### src/rtl/byp_pkg.sv
// Constants, types and conversion helpers for the Bayer-to-YUV 4:2:2 packer
// Overview of operation
// RL1: Accept only fully interpolated red, green, blue triples before any conversion.
// RL2: Luma equals 0.30 red plus 0.59 green plus 0.11 blue.
// RL3: Blue chroma equals -0.17 red, -0.33 green, +0.50 blue.
// RL4: Red chroma equals 0.50 red, -0.41 green, -0.09 blue.
// RL5: Add 128 to each signed chroma so it leaves as an unsigned byte.
// RL6: Chroma-first order per pair: U even, Y even, V even, Y odd.
// RL7: Luma-first order per pair: Y even, U even, Y odd, V even.
// RL8: Luma for every pixel; chroma once per pair, from the even pixel.
// RL9: Luma byte is unsigned, 0x00 level 0 up to 0xFF level 255.
// RL10: Chroma byte is offset binary, 0x80 zero, 0x00 minus 128, 0xFF plus 127.
// RL11: Conversion works on the averaged values that upstream delivers when averaging.
// RL12: Both formats share arithmetic, sampling and coding; only byte order differs.
// RL13: Round to nearest and saturate each result to 0..255 before packing.
package byp_pkg;

    // ------------------------------------------------------------------
    // Widths and buffering
    // ------------------------------------------------------------------
    localparam int BYTE_W     = 8;
    localparam int WORD_W     = 32;
    localparam int FIFO_DEPTH = 8;
    localparam int LVL_W      = 4;
    localparam logic [LVL_W-1:0] LVL_STOP = 4'h5;   // Highest level that still admits pixels
    localparam logic [1:0]       IDX_LAST = 2'h3;   // Last byte of a pair word

    // ------------------------------------------------------------------
    // Fixed-point coefficients, 8 fractional bits
    // ------------------------------------------------------------------
    localparam int                FRAC   = 8;
    localparam logic signed [9:0] CY_R   = 10'sh04D;   // 0.30
    localparam logic signed [9:0] CY_G   = 10'sh097;   // 0.59
    localparam logic signed [9:0] CY_B   = 10'sh01C;   // 0.11
    localparam logic signed [9:0] CU_R   = -10'sh02C;  // -0.17
    localparam logic signed [9:0] CU_G   = -10'sh054;  // -0.33
    localparam logic signed [9:0] CU_B   = 10'sh080;   // 0.50
    localparam logic signed [9:0] CV_R   = 10'sh080;   // 0.50
    localparam logic signed [9:0] CV_G   = -10'sh069;  // -0.41
    localparam logic signed [9:0] CV_B   = -10'sh017;  // -0.09
    localparam logic signed [19:0] ROUND = 20'sh00080;  // Half an LSB
    localparam logic signed [19:0] Y_OFS = 20'sh00000;
    localparam logic signed [19:0] C_OFS = 20'sh00080;  // Chroma offset of 128
    localparam logic signed [19:0] SAT_HI = 20'sh000FF;

    // ------------------------------------------------------------------
    // Formats and serializer states
    // ------------------------------------------------------------------
    localparam logic FMT_CHROMA_FIRST = 1'b0;  // chroma_first_422_format
    localparam logic FMT_LUMA_FIRST   = 1'b1;  // luma_first_422_format

    typedef enum logic [1:0] {
        SER_IDLE = 2'b01,
        SER_SEND = 2'b10
    } byp_ser_t;

    // Weighted sum, rounding, offset and clamp to one byte
    function automatic logic [7:0] byp_conv(input logic [7:0] r, input logic [7:0] g,
                                            input logic [7:0] b, input logic signed [9:0] kr,
                                            input logic signed [9:0] kg,
                                            input logic signed [9:0] kb,
                                            input logic signed [19:0] ofs);
        logic signed [19:0] acc;
        acc = $signed({12'h000, r}) * 20'(kr) + $signed({12'h000, g}) * 20'(kg)
            + $signed({12'h000, b}) * 20'(kb);
        acc = (acc + ROUND) >>> FRAC;  // RL13
        acc = acc + ofs;  // RL5
        if (acc < 0)
            return 8'h00;  // RL13
        else if (acc > SAT_HI)
            return 8'hFF;  // RL13
        else
            return acc[7:0];  // RL9 RL10
    endfunction

    // Byte idx of a pair word, first byte in the top lane
    function automatic logic [7:0] byp_lane(input logic [31:0] w, input logic [1:0] idx);
        logic [31:0] sh;
        sh = w >> (5'(IDX_LAST - idx) * 5'h08);
        return sh[7:0];
    endfunction

endpackage

### src/rtl/byp_packer.sv
// Pair FIFO and the YUV 4:2:2 converter and byte packer top level

// ----------------------------------------------------------------------
// FIFO with valid and ready on both sides
// ----------------------------------------------------------------------
module byp_fifo #(
    parameter int WIDTH = 32,
    parameter int DEPTH = 8
) (
    input  wire logic                     clk,
    input  wire logic                     rst,
    input  wire logic                     in_valid,
    output logic                          in_ready,
    input  wire logic [WIDTH-1:0]         in_data,
    output logic                          out_valid,
    input  wire logic                     out_ready,
    output logic [WIDTH-1:0]              out_data,
    output logic [$clog2(DEPTH):0]        level
);
    localparam int AW = $clog2(DEPTH);

    logic [WIDTH-1:0] mem [DEPTH];
    logic [AW-1:0]    wr_ptr_r;
    logic [AW-1:0]    wr_ptr_nxt;
    logic [AW-1:0]    rd_ptr_r;
    logic [AW-1:0]    rd_ptr_nxt;
    logic [AW:0]      count_r;
    logic [AW:0]      count_nxt;
    logic             wr;
    logic             rd;

    assign in_ready  = (count_r != (AW+1)'(DEPTH));
    assign out_valid = (count_r != '0);
    assign out_data  = mem[rd_ptr_r];
    assign level     = count_r;

    // Pointer and occupancy update
    always_comb begin
        wr         = in_valid && in_ready;
        rd         = out_valid && out_ready;
        wr_ptr_nxt = wr_ptr_r;
        rd_ptr_nxt = rd_ptr_r;
        count_nxt  = count_r;
        if (wr)
            wr_ptr_nxt = (wr_ptr_r == AW'(DEPTH-1)) ? '0 : wr_ptr_r + 1'b1;
        if (rd)
            rd_ptr_nxt = (rd_ptr_r == AW'(DEPTH-1)) ? '0 : rd_ptr_r + 1'b1;
        if (wr && !rd)
            count_nxt = count_r + 1'b1;
        else if (rd && !wr)
            count_nxt = count_r - 1'b1;
    end

    // State registers
    always_ff @(posedge clk or posedge rst) begin
        if (rst) begin
            wr_ptr_r <= '0;
            rd_ptr_r <= '0;
            count_r  <= '0;
        end else begin
            wr_ptr_r <= wr_ptr_nxt;
            rd_ptr_r <= rd_ptr_nxt;
            count_r  <= count_nxt;
        end
    end

    // Storage array
    always_ff @(posedge clk) begin
        if (wr)
            mem[wr_ptr_r] <= in_data;
    end
endmodule // byp_fifo

// ----------------------------------------------------------------------
// Converter and packer
// ----------------------------------------------------------------------
module byp_packer (
    input  wire logic                       clk,
    input  wire logic                       rst,
    input  wire logic                       pix_valid,
    output logic                            pix_ready,
    input  wire logic                       pix_sof,
    input  wire logic [7:0]                 pix_red,
    input  wire logic [7:0]                 pix_green,
    input  wire logic [7:0]                 pix_blue,
    input  wire logic                       fmt_luma_first,
    output logic                            out_valid,
    input  wire logic                       out_ready,
    output logic [byp_pkg::BYTE_W-1:0]      out_byte
);
    import byp_pkg::*;

    logic            in_vld_r, in_vld_nxt;
    logic            in_sof_r, in_sof_nxt;
    logic [7:0]      in_red_r, in_red_nxt;
    logic [7:0]      in_grn_r, in_grn_nxt;
    logic [7:0]      in_blu_r, in_blu_nxt;
    logic            odd_r, odd_nxt;
    logic [7:0]      hold_y_r, hold_y_nxt;
    logic [7:0]      hold_u_r, hold_u_nxt;
    logic [7:0]      hold_v_r, hold_v_nxt;
    logic            pix_ready_r, pix_ready_nxt;
    logic [7:0]      y_cur, u_cur, v_cur;
    logic            push;
    logic [31:0]     push_data;
    logic            fifo_in_ready;
    logic            fifo_ov;
    logic [31:0]     fifo_od;
    logic [LVL_W-1:0] fifo_lvl;
    logic            pop;
    byp_ser_t        ser_r, ser_nxt;
    logic [1:0]      idx_r, idx_nxt;
    logic [31:0]     word_r, word_nxt;
    logic [7:0]      out_byte_r, out_byte_nxt;
    logic            out_valid_r, out_valid_nxt;

    assign pix_ready = pix_ready_r;
    assign out_valid = out_valid_r;
    assign out_byte  = out_byte_r;

    // ------------------------------------------------------------------
    // Colour conversion of the registered full-colour pixel
    // ------------------------------------------------------------------
    // Same arithmetic for both formats
    always_comb begin
        y_cur = byp_conv(in_red_r, in_grn_r, in_blu_r, CY_R, CY_G, CY_B, Y_OFS);  // RL2 RL12
        u_cur = byp_conv(in_red_r, in_grn_r, in_blu_r, CU_R, CU_G, CU_B, C_OFS);  // RL3 RL5
        v_cur = byp_conv(in_red_r, in_grn_r, in_blu_r, CV_R, CV_G, CV_B, C_OFS);  // RL4 RL5
    end

    // ------------------------------------------------------------------
    // Input capture, pairing and packing
    // ------------------------------------------------------------------
    // Capture interpolated (or averaged) triples, pair them, pack per format
    always_comb begin
        in_vld_nxt    = pix_valid && pix_ready_r;  // RL1 RL11
        in_sof_nxt    = in_sof_r;
        in_red_nxt    = in_red_r;
        in_grn_nxt    = in_grn_r;
        in_blu_nxt    = in_blu_r;
        if (in_vld_nxt) begin
            in_sof_nxt = pix_sof;
            in_red_nxt = pix_red;
            in_grn_nxt = pix_green;
            in_blu_nxt = pix_blue;
        end
        odd_nxt    = odd_r;
        hold_y_nxt = hold_y_r;
        hold_u_nxt = hold_u_r;
        hold_v_nxt = hold_v_r;
        push       = 1'b0;
        if (in_vld_r) begin
            if (in_sof_r || !odd_r) begin
                hold_y_nxt = y_cur;
                hold_u_nxt = u_cur;  // RL8
                hold_v_nxt = v_cur;  // RL8
                odd_nxt    = 1'b1;
            end else begin
                push    = 1'b1;  // RL8
                odd_nxt = 1'b0;
            end
        end
        if (fmt_luma_first == FMT_LUMA_FIRST)
            push_data = {hold_y_r, hold_u_r, y_cur, hold_v_r};  // RL7
        else
            push_data = {hold_u_r, hold_y_r, hold_v_r, y_cur};  // RL6
        pix_ready_nxt = (fifo_lvl <= LVL_STOP);
    end

    // Input and pairing registers
    always_ff @(posedge clk or posedge rst) begin
        if (rst) begin
            in_vld_r    <= 1'b0;
            in_sof_r    <= 1'b0;
            in_red_r    <= 8'h00;
            in_grn_r    <= 8'h00;
            in_blu_r    <= 8'h00;
            odd_r       <= 1'b0;
            hold_y_r    <= 8'h00;
            hold_u_r    <= 8'h80;
            hold_v_r    <= 8'h80;
            pix_ready_r <= 1'b0;
        end else begin
            in_vld_r    <= in_vld_nxt;
            in_sof_r    <= in_sof_nxt;
            in_red_r    <= in_red_nxt;
            in_grn_r    <= in_grn_nxt;
            in_blu_r    <= in_blu_nxt;
            odd_r       <= odd_nxt;
            hold_y_r    <= hold_y_nxt;
            hold_u_r    <= hold_u_nxt;
            hold_v_r    <= hold_v_nxt;
            pix_ready_r <= pix_ready_nxt;
        end
    end

    byp_fifo #(
        .WIDTH (WORD_W),
        .DEPTH (FIFO_DEPTH)
    ) u_fifo (
        .clk       (clk),
        .rst       (rst),
        .in_valid  (push),
        .in_ready  (fifo_in_ready),
        .in_data   (push_data),
        .out_valid (fifo_ov),
        .out_ready (pop),
        .out_data  (fifo_od),
        .level     (fifo_lvl)
    );

    // ------------------------------------------------------------------
    // Byte serializer
    // ------------------------------------------------------------------
    // Emit each pair word top lane first
    always_comb begin
        ser_nxt       = ser_r;
        idx_nxt       = idx_r;
        word_nxt      = word_r;
        out_byte_nxt  = out_byte_r;
        out_valid_nxt = out_valid_r;
        pop           = 1'b0;
        case (ser_r)
            SER_IDLE: begin
                if (fifo_ov) begin
                    pop           = 1'b1;
                    word_nxt      = fifo_od;
                    idx_nxt       = 2'h0;
                    out_byte_nxt  = byp_lane(fifo_od, 2'h0);
                    out_valid_nxt = 1'b1;
                    ser_nxt       = SER_SEND;
                end
            end
            SER_SEND: begin
                if (out_ready) begin
                    if (idx_r != IDX_LAST) begin
                        idx_nxt      = idx_r + 2'h1;
                        out_byte_nxt = byp_lane(word_r, idx_r + 2'h1);
                    end else if (fifo_ov) begin
                        pop          = 1'b1;
                        word_nxt     = fifo_od;
                        idx_nxt      = 2'h0;
                        out_byte_nxt = byp_lane(fifo_od, 2'h0);
                    end else begin
                        out_valid_nxt = 1'b0;
                        ser_nxt       = SER_IDLE;
                    end
                end
            end
            default: begin
                out_valid_nxt = 1'b0;
                ser_nxt       = SER_IDLE;
            end
        endcase
    end

    // Serializer registers
    always_ff @(posedge clk or posedge rst) begin
        if (rst) begin
            ser_r       <= SER_IDLE;
            idx_r       <= 2'h0;
            word_r      <= 32'h0000_0000;
            out_byte_r  <= 8'h00;
            out_valid_r <= 1'b0;
        end else begin
            ser_r       <= ser_nxt;
            idx_r       <= idx_nxt;
            word_r      <= word_nxt;
            out_byte_r  <= out_byte_nxt;
            out_valid_r <= out_valid_nxt;
        end
    end

    // ------------------------------------------------------------------
    // Checks
    // ------------------------------------------------------------------
    property p_rl1;
        @(posedge clk) disable iff (rst)
        (pix_valid && pix_ready) |=> in_vld_r && in_red_r == $past(pix_red);
    endproperty
    a_rl1: assert property (p_rl1) else $error("pixel triple not captured"); // RL1

    property p_rl2;
        @(posedge clk) disable iff (rst)
        (in_vld_r && in_red_r == in_grn_r && in_grn_r == in_blu_r) |-> y_cur == in_red_r;
    endproperty
    a_rl2: assert property (p_rl2) else $error("grey luma differs from input"); // RL2

    property p_rl3;
        @(posedge clk) disable iff (rst)
        (in_vld_r && in_red_r == 8'h00 && in_grn_r == 8'h00 && in_blu_r == 8'hFF)
            |-> u_cur == 8'hFF && v_cur == 8'h69;
    endproperty
    a_rl3: assert property (p_rl3) else $error("blue chroma wrong for pure blue"); // RL3

    property p_rl4;
        @(posedge clk) disable iff (rst)
        (in_vld_r && in_red_r == 8'hFF && in_grn_r == 8'h00 && in_blu_r == 8'h00)
            |-> v_cur == 8'hFF && u_cur == 8'h54;
    endproperty
    a_rl4: assert property (p_rl4) else $error("red chroma wrong for pure red"); // RL4

    property p_rl5;
        @(posedge clk) disable iff (rst)
        (in_vld_r && in_red_r == in_grn_r && in_grn_r == in_blu_r)
            |-> u_cur == 8'h80 && v_cur == 8'h80;
    endproperty
    a_rl5: assert property (p_rl5) else $error("grey chroma not at offset zero"); // RL5

    property p_rl6;
        @(posedge clk) disable iff (rst)
        (push && fmt_luma_first == FMT_CHROMA_FIRST) |-> byp_lane(push_data, 2'h0) == hold_u_r
            && byp_lane(push_data, 2'h1) == hold_y_r && byp_lane(push_data, 2'h3) == y_cur;
    endproperty
    a_rl6: assert property (p_rl6) else $error("chroma-first order wrong"); // RL6

    property p_rl7;
        @(posedge clk) disable iff (rst)
        (push && fmt_luma_first == FMT_LUMA_FIRST) |-> byp_lane(push_data, 2'h0) == hold_y_r
            && byp_lane(push_data, 2'h2) == y_cur && byp_lane(push_data, 2'h3) == hold_v_r;
    endproperty
    a_rl7: assert property (p_rl7) else $error("luma-first order wrong"); // RL7

    property p_rl8;
        @(posedge clk) disable iff (rst)
        push |-> in_vld_r && odd_r && !in_sof_r && fifo_in_ready;
    endproperty
    a_rl8: assert property (p_rl8) else $error("pair pushed from wrong pixel"); // RL8

    property p_rl13;
        @(posedge clk) disable iff (rst)
        (in_vld_r && in_red_r == 8'h00 && in_grn_r == 8'hFF && in_blu_r == 8'h00)
            |-> y_cur == 8'h96 && u_cur == 8'h2C && v_cur == 8'h17;
    endproperty
    a_rl13: assert property (p_rl13) else $error("rounding wrong for pure green"); // RL13
endmodule // byp_packer

### config.mk
export PLATFORM = sky130hd
export DESIGN_NAME = byp_packer
export DESIGN_NICKNAME = d
export VERILOG_FILES = /design/src/rtl/byp_pkg.sv /design/src/rtl/byp_packer.sv
export SDC_FILE = /design/constraint.sdc
export NUM_CORES = 1
export LEC_CHECK = 0
export ABC_CLOCK_PERIOD_IN_PS = 9340
export BUFFER_PORTS_ARGS = -buffer_cell sky130_fd_sc_hd__buf_2
export CORE_MARGIN = 8
export CORE_UTILIZATION = 60
export CTS_CLUSTER_DIAMETER = 150
export DETAILED_ROUTE_END_ITERATION = 10
export PLACE_DENSITY = 0.86
export REMOVE_ABC_BUFFERS = 1
export SYNTH_ARGS = -nofsm -noshare
export SYNTH_HDL_FRONTEND = slang
export SYNTH_HIERARCHICAL = 1
export SYNTH_SLANG_ARGS = --single-unit
### constraint.sdc
create_clock -name clk -period 9.34 [get_ports clk]
set_input_delay 1.868 -clock clk [delete_from_list [all_inputs] [get_ports clk]]
set_output_delay 1.868 -clock clk [all_outputs]
set_load 0.005 [all_outputs]
==> results.ini, run 1 <==
[sta]
max_slew_margin_pct=30.3
finalSetupViolCount=0
finalCritPeriodShare_pct=87.1
whs_ps=504
final_max_slew_viol_count=0
rsz0062_at_grt=no
hold_viol=0
clock_skew_ps=26.5
worst_pin_slew_ps=1050
min_period_ps=8130
max_freq_ghz=0.123
finalSetupTns_ps=0

[grt]
grt_usage_pct=24.4
grt_max_degree=67
grt_pass1_wl_mm=83.6
antenna_found_initial=0
grt.overflow.total=0
grt_pass1_vias=15100

[synth]
ys_seq_elements=362
synth_edf_count=256
syn-cell-area_um2=23000
synth_warnings=6
synth_flop_cell=edfxtp_1
synthTopCellsByArea=edfxtp_1, ha_1, fa_1
async_flop_share_pct=29.3
syn_inst=1702
syn_avg_cell_area_um2=13.5
synth_top_area_cell=edfxtp_1
synth_top_area_share_pct=33.4
ys_seq_area_share_pct=44.9
synth_cell_types=78

[finish]
final_common_cell=edfxtp_1
areaGrowthSynthToFinish_pct=9.43
drive_gt1_share_pct=17.7
register_area_um2=10300
multiInputGateArea_um2=11600
fin_cells=2296
fillers=2506
layout_common_cells=edfxtp_1, inv_1, ha_1
antenna_cells=0
final_area_um2=25200
nets=2166

[worst_setup_path]
path_class=register to register
critPathMaxFanout=7
critPathLaunchType=register
cp-end-kind=register
cpMostUsedCell=ha_1
cpPeakStageDelay_ps=570
path_buf_inv=4
critical_path.slowest_cell=fa_1
required_ps=9790
crit_family=adder cells
cp.arrival_ps=8580

[clock_tree]
hold_buffers=0
cts-buffers-inserted=38
clk_latency_ps=570
post_cts_buffers=0
clkTransAtPathRegs_ps=60
cts-root-buf=clkbuf_16
clock_sinks=362
cts_tree=yes
h-tree-depth=2
cts_resized=0
clockBufferDepth=3

[die]
die_y_um=212
io_pins=40
row_count=71
die_w_um=212
core-area_um2=37800
dieArea_um2=44900
start_util_pct=61.0

[run_status]
status=completed

[placement]
routabilityCongestion=0.929
place_hpwl_mm=36.9
dp_cells=2227
dpl_cell_area_um2=23900
port_buffers=39

[routing]
drc=0
ant_nets=0
drt-wirelength-per-cell_um=23.3
drtIter0Drc=1000
via_count=14000
firstDrtPassIters=5
drt_wl_total_mm=53.5
avgViaCountPerCell=6.11

[hold_path]
min_path_type=register to register

[job]
maxCapViolations=0

## worst paths after layout
kind / startpoint / endpoint / slack [ps] / cells after the start
max reg2reg: in_grn_r[2] / hold_u_r[6] / 1210 / 32
max: in_grn_r[2] / hold_u_r[6] / 1210 / 32
min reg2reg: word_r[6] / word_r[6] / 500 / 1
max in group asynchronous: rst / hold_u_r[5] / 6640 / 3
min in group asynchronous: rst / u_fifo/rd_ptr_r[0] / 1330 / 2
min: word_r[6] / word_r[6] / 500 / 1
## registers in the layout (all words and copies together) (netlist names), 4 cells and up
name / flops
hold_v_r: 8
in_blu_r: 8
hold_u_r: 8
u_fifo/level: 4
word_r: 32
in_grn_r: 8
out_byte: 8
in_red_r: 8
hold_y_r: 8
u_fifo/mem: 256
## logic make-up (layout without fill, tap and decap cells)
family | after synthesis | after routing | share of synthesized area (%)
muxes | 166 | 166 | 11.6
adders and majority gates | 380 | 380 | 25.1
buffers and inverters | 297 | 380 | 5.03
DFF | 362 | 362 | 44.9
and+or+nand+nor | 231 | 231 | 5.09
AOI/OAI and AO/OA | 218 | 218 | 6.44
xor gates and xnor gates | 48 | 48 | 1.91
## metal layers
layer | global-route usage [%] | share of wire [%]
met1 | 29.9 | 38
met2 | 42.8 | 50
met3 | 3.62 | 7.1
met4 | 10.3 | 4.3
met5 | 0 | 0
## cells in the mapped netlist (all sizes together) (7+ instances only)
library cell	count
o221a	10
mux4	72
and3	10
buf	16
nand3	9
xor2	13
dfrtp	103
nand2	57
nor2	66
nand2b	15
nor3	19
a21o	15
a21oi	63
fa	136
o21bai	12
edfxtp	256
xnor2	35
nand3b	13
clkbuf	26
inv	255
a211oi	7
mux2	89
ha	244
nor2b	10
o21ai	60
## stage by stage
stage | worst slack, ps | util [%]
finish | 1210 | 66.8
floorplan | 2140 | -
detailed placement | 1280 | 63.2
global route | 691 | 66.8
global placement | 1700 | 63.2
CTS | 1270 | 66.8
## cell type report
type                            instances  share of cell area, %
Timing Repair Buffer                   56                   1.28
Multi-Input combinational cell       1043                   46.0
Tap cell                              511                   2.53
Inverter                              255                   3.80
Sequential cell                       362                   41.0
Clock buffer                           46                   3.93
Clock inverter                         23                   1.42
Power of run 1 is left out: the tool's default activity adds up to more than one toggle a clock period on the data nets, which glitch-free logic cannot reach.
==> run 2, diff against run 1 <==
--- a/config.mk
+++ b/config.mk
@@ -12,7 +12,7 @@
 export CTS_CLUSTER_DIAMETER = 150
 export DETAILED_ROUTE_END_ITERATION = 10
 export PLACE_DENSITY = 0.86
-export REMOVE_ABC_BUFFERS = 1
+export SLEW_MARGIN = 0
 export SYNTH_ARGS = -nofsm -noshare
 export SYNTH_HDL_FRONTEND = slang
 export SYNTH_HIERARCHICAL = 1
==> run 2 against run 1 <==
Critical endpoint is now hold_u_r[1]. Final area is 0.19% lower. Global-route usage is 0.77 points higher. Count of clock-buffer cells in the layout is 3 higher. Register-to-register slack better by 20 ps. Clock skew is 9.8 ps lower.
==> results.ini, run 2 (same netlist as run 1, synthesis figures left out) <==
[run_status]
status=completed

[grt]
grt.overflow.total=0
grt_max_degree=67
grt_usage_pct=25.2
grt_pass1_wl_mm=86.0
grt_pass1_vias=15100
antenna_found_initial=0

[finish]
antenna_cells=0
areaGrowthSynthToFinish_pct=9.22
register_area_um2=10300
multiInputGateArea_um2=11600
drive_gt1_share_pct=17.7
layout_common_cells=edfxtp_1, inv_1, ha_1
nets=2167
top_register=u_fifo/mem
fillers=2574
final_common_cell=edfxtp_1
reg.largest.list=u_fifo/mem (256), word_r (32)
largest_register_ffs=256

[sta]
min_period_ps=8110
worst_pin_slew_ps=1020
hold_viol=0
max_slew_margin_pct=31.8
finalCritPeriodShare_pct=86.8
finalSetupTns_ps=0
finalSetupViolCount=0
final_max_slew_viol_count=0
max_freq_ghz=0.123
clock_skew_ps=16.8
rsz0062_at_grt=no

[clock_tree]
clk_latency_ps=560
h-tree-depth=2
cts-root-buf=clkbuf_16
clock_sinks=362
post_cts_buffers=0
cts_tree=yes
clockBufferDepth=3
cts-buffers-inserted=38
hold_buffers=0
cts_resized=0
clkTransAtPathRegs_ps=70

[placement]
port_buffers=39
routabilityCongestion=0.896
place_hpwl_mm=36.8

[die]
start_util_pct=61.0
die_w_um=212
dieArea_um2=44900
die_y_um=212
io_pins=40
core-area_um2=37800
row_count=71

[worst_setup_path]
critPathMaxFanout=12
r2r_setup_slack_ps=1230
cpPeakStageDelay_ps=700
worst_setup_path_startpoint=in_grn_r[6]
cp-end-kind=register
cp.arrival_ps=8550
required_ps=9780
critPathLaunchType=register
critical_path.slowest_cell=dfrtp_1
cpMostUsedCell=ha_1
setup.worst_path.end=hold_u_r[1]
path_class=register to register
r2r_cells=30
r2r_start=in_grn_r[6]
worstReg2RegEnd=hold_u_r[1]

[routing]
drt-wirelength-per-cell_um=23.8
firstDrtPassIters=5
drtIter0Drc=1025
ant_nets=0
drc=0
avgViaCountPerCell=6.08
drt_wl_total_mm=54.7
via_count=14000

[synth]
synth_nets=2112

[job]
maxCapViolations=0

[hold_path]
min_path_type=register to register

run 2: final cells by class:
cell class,count,share of cell area [%]
Clock buffer,49,4.18
Clock inverter,21,0.974
Inverter,255,3.81
Tap cell,511,2.54
Timing Repair Buffer,57,1.31
Sequential cell,362,41.1
Multi-Input combinational cell,1043,46.1
run 2: worst min-delay path by stage:
stage	from	end	slack, ps	cells after the start
after floorplan	u_fifo/level[3]	pix_ready	460	1
after global placement	word_r[11]	word_r[11]	480	1
after detailed placement	word_r[16]	word_r[16]	500	1
after CTS	word_r[27]	word_r[27]	510	1
after global routing	word_r[27]	word_r[27]	520	1
final	word_r[27]	word_r[27]	510	1
run 2: worst max-delay path: cells and delay by family (launching register included):
family          cells  cell delay (ps)
xor+xnor            2              310
fa+ha+maj           9             3450
compound gates     12             2620
flops               1              700
simple gates        4              590
buf+inv             3              350
run 2: per-layer routing:
layer | vias to the layer above | track usage [%] | wire length [µm]
met4 | 0 | 11.6 | 2470
met3 | 154 | 3.81 | 3570
li1 | 6188 | - | -
met2 | 572 | 44.0 | 27600
met5 | - | 0 | 0
met1 | 7058 | 30.6 | 21000
run 2: metrics by stage:
stage	std cells	instance area, µm²	hold slack (ps)	setup slack [ps]	utilization (%)
after floorplan	1702	23000	455	2140	-
after global placement	2228	23900	483	1660	63.2
after detailed placement	2228	23900	495	1330	63.2
after CTS	2298	25200	512	1210	66.7
after global routing	2298	25200	524	688	66.7
final	2298	25200	513	1230	66.7
Power of run 2 is left out for the same reason.
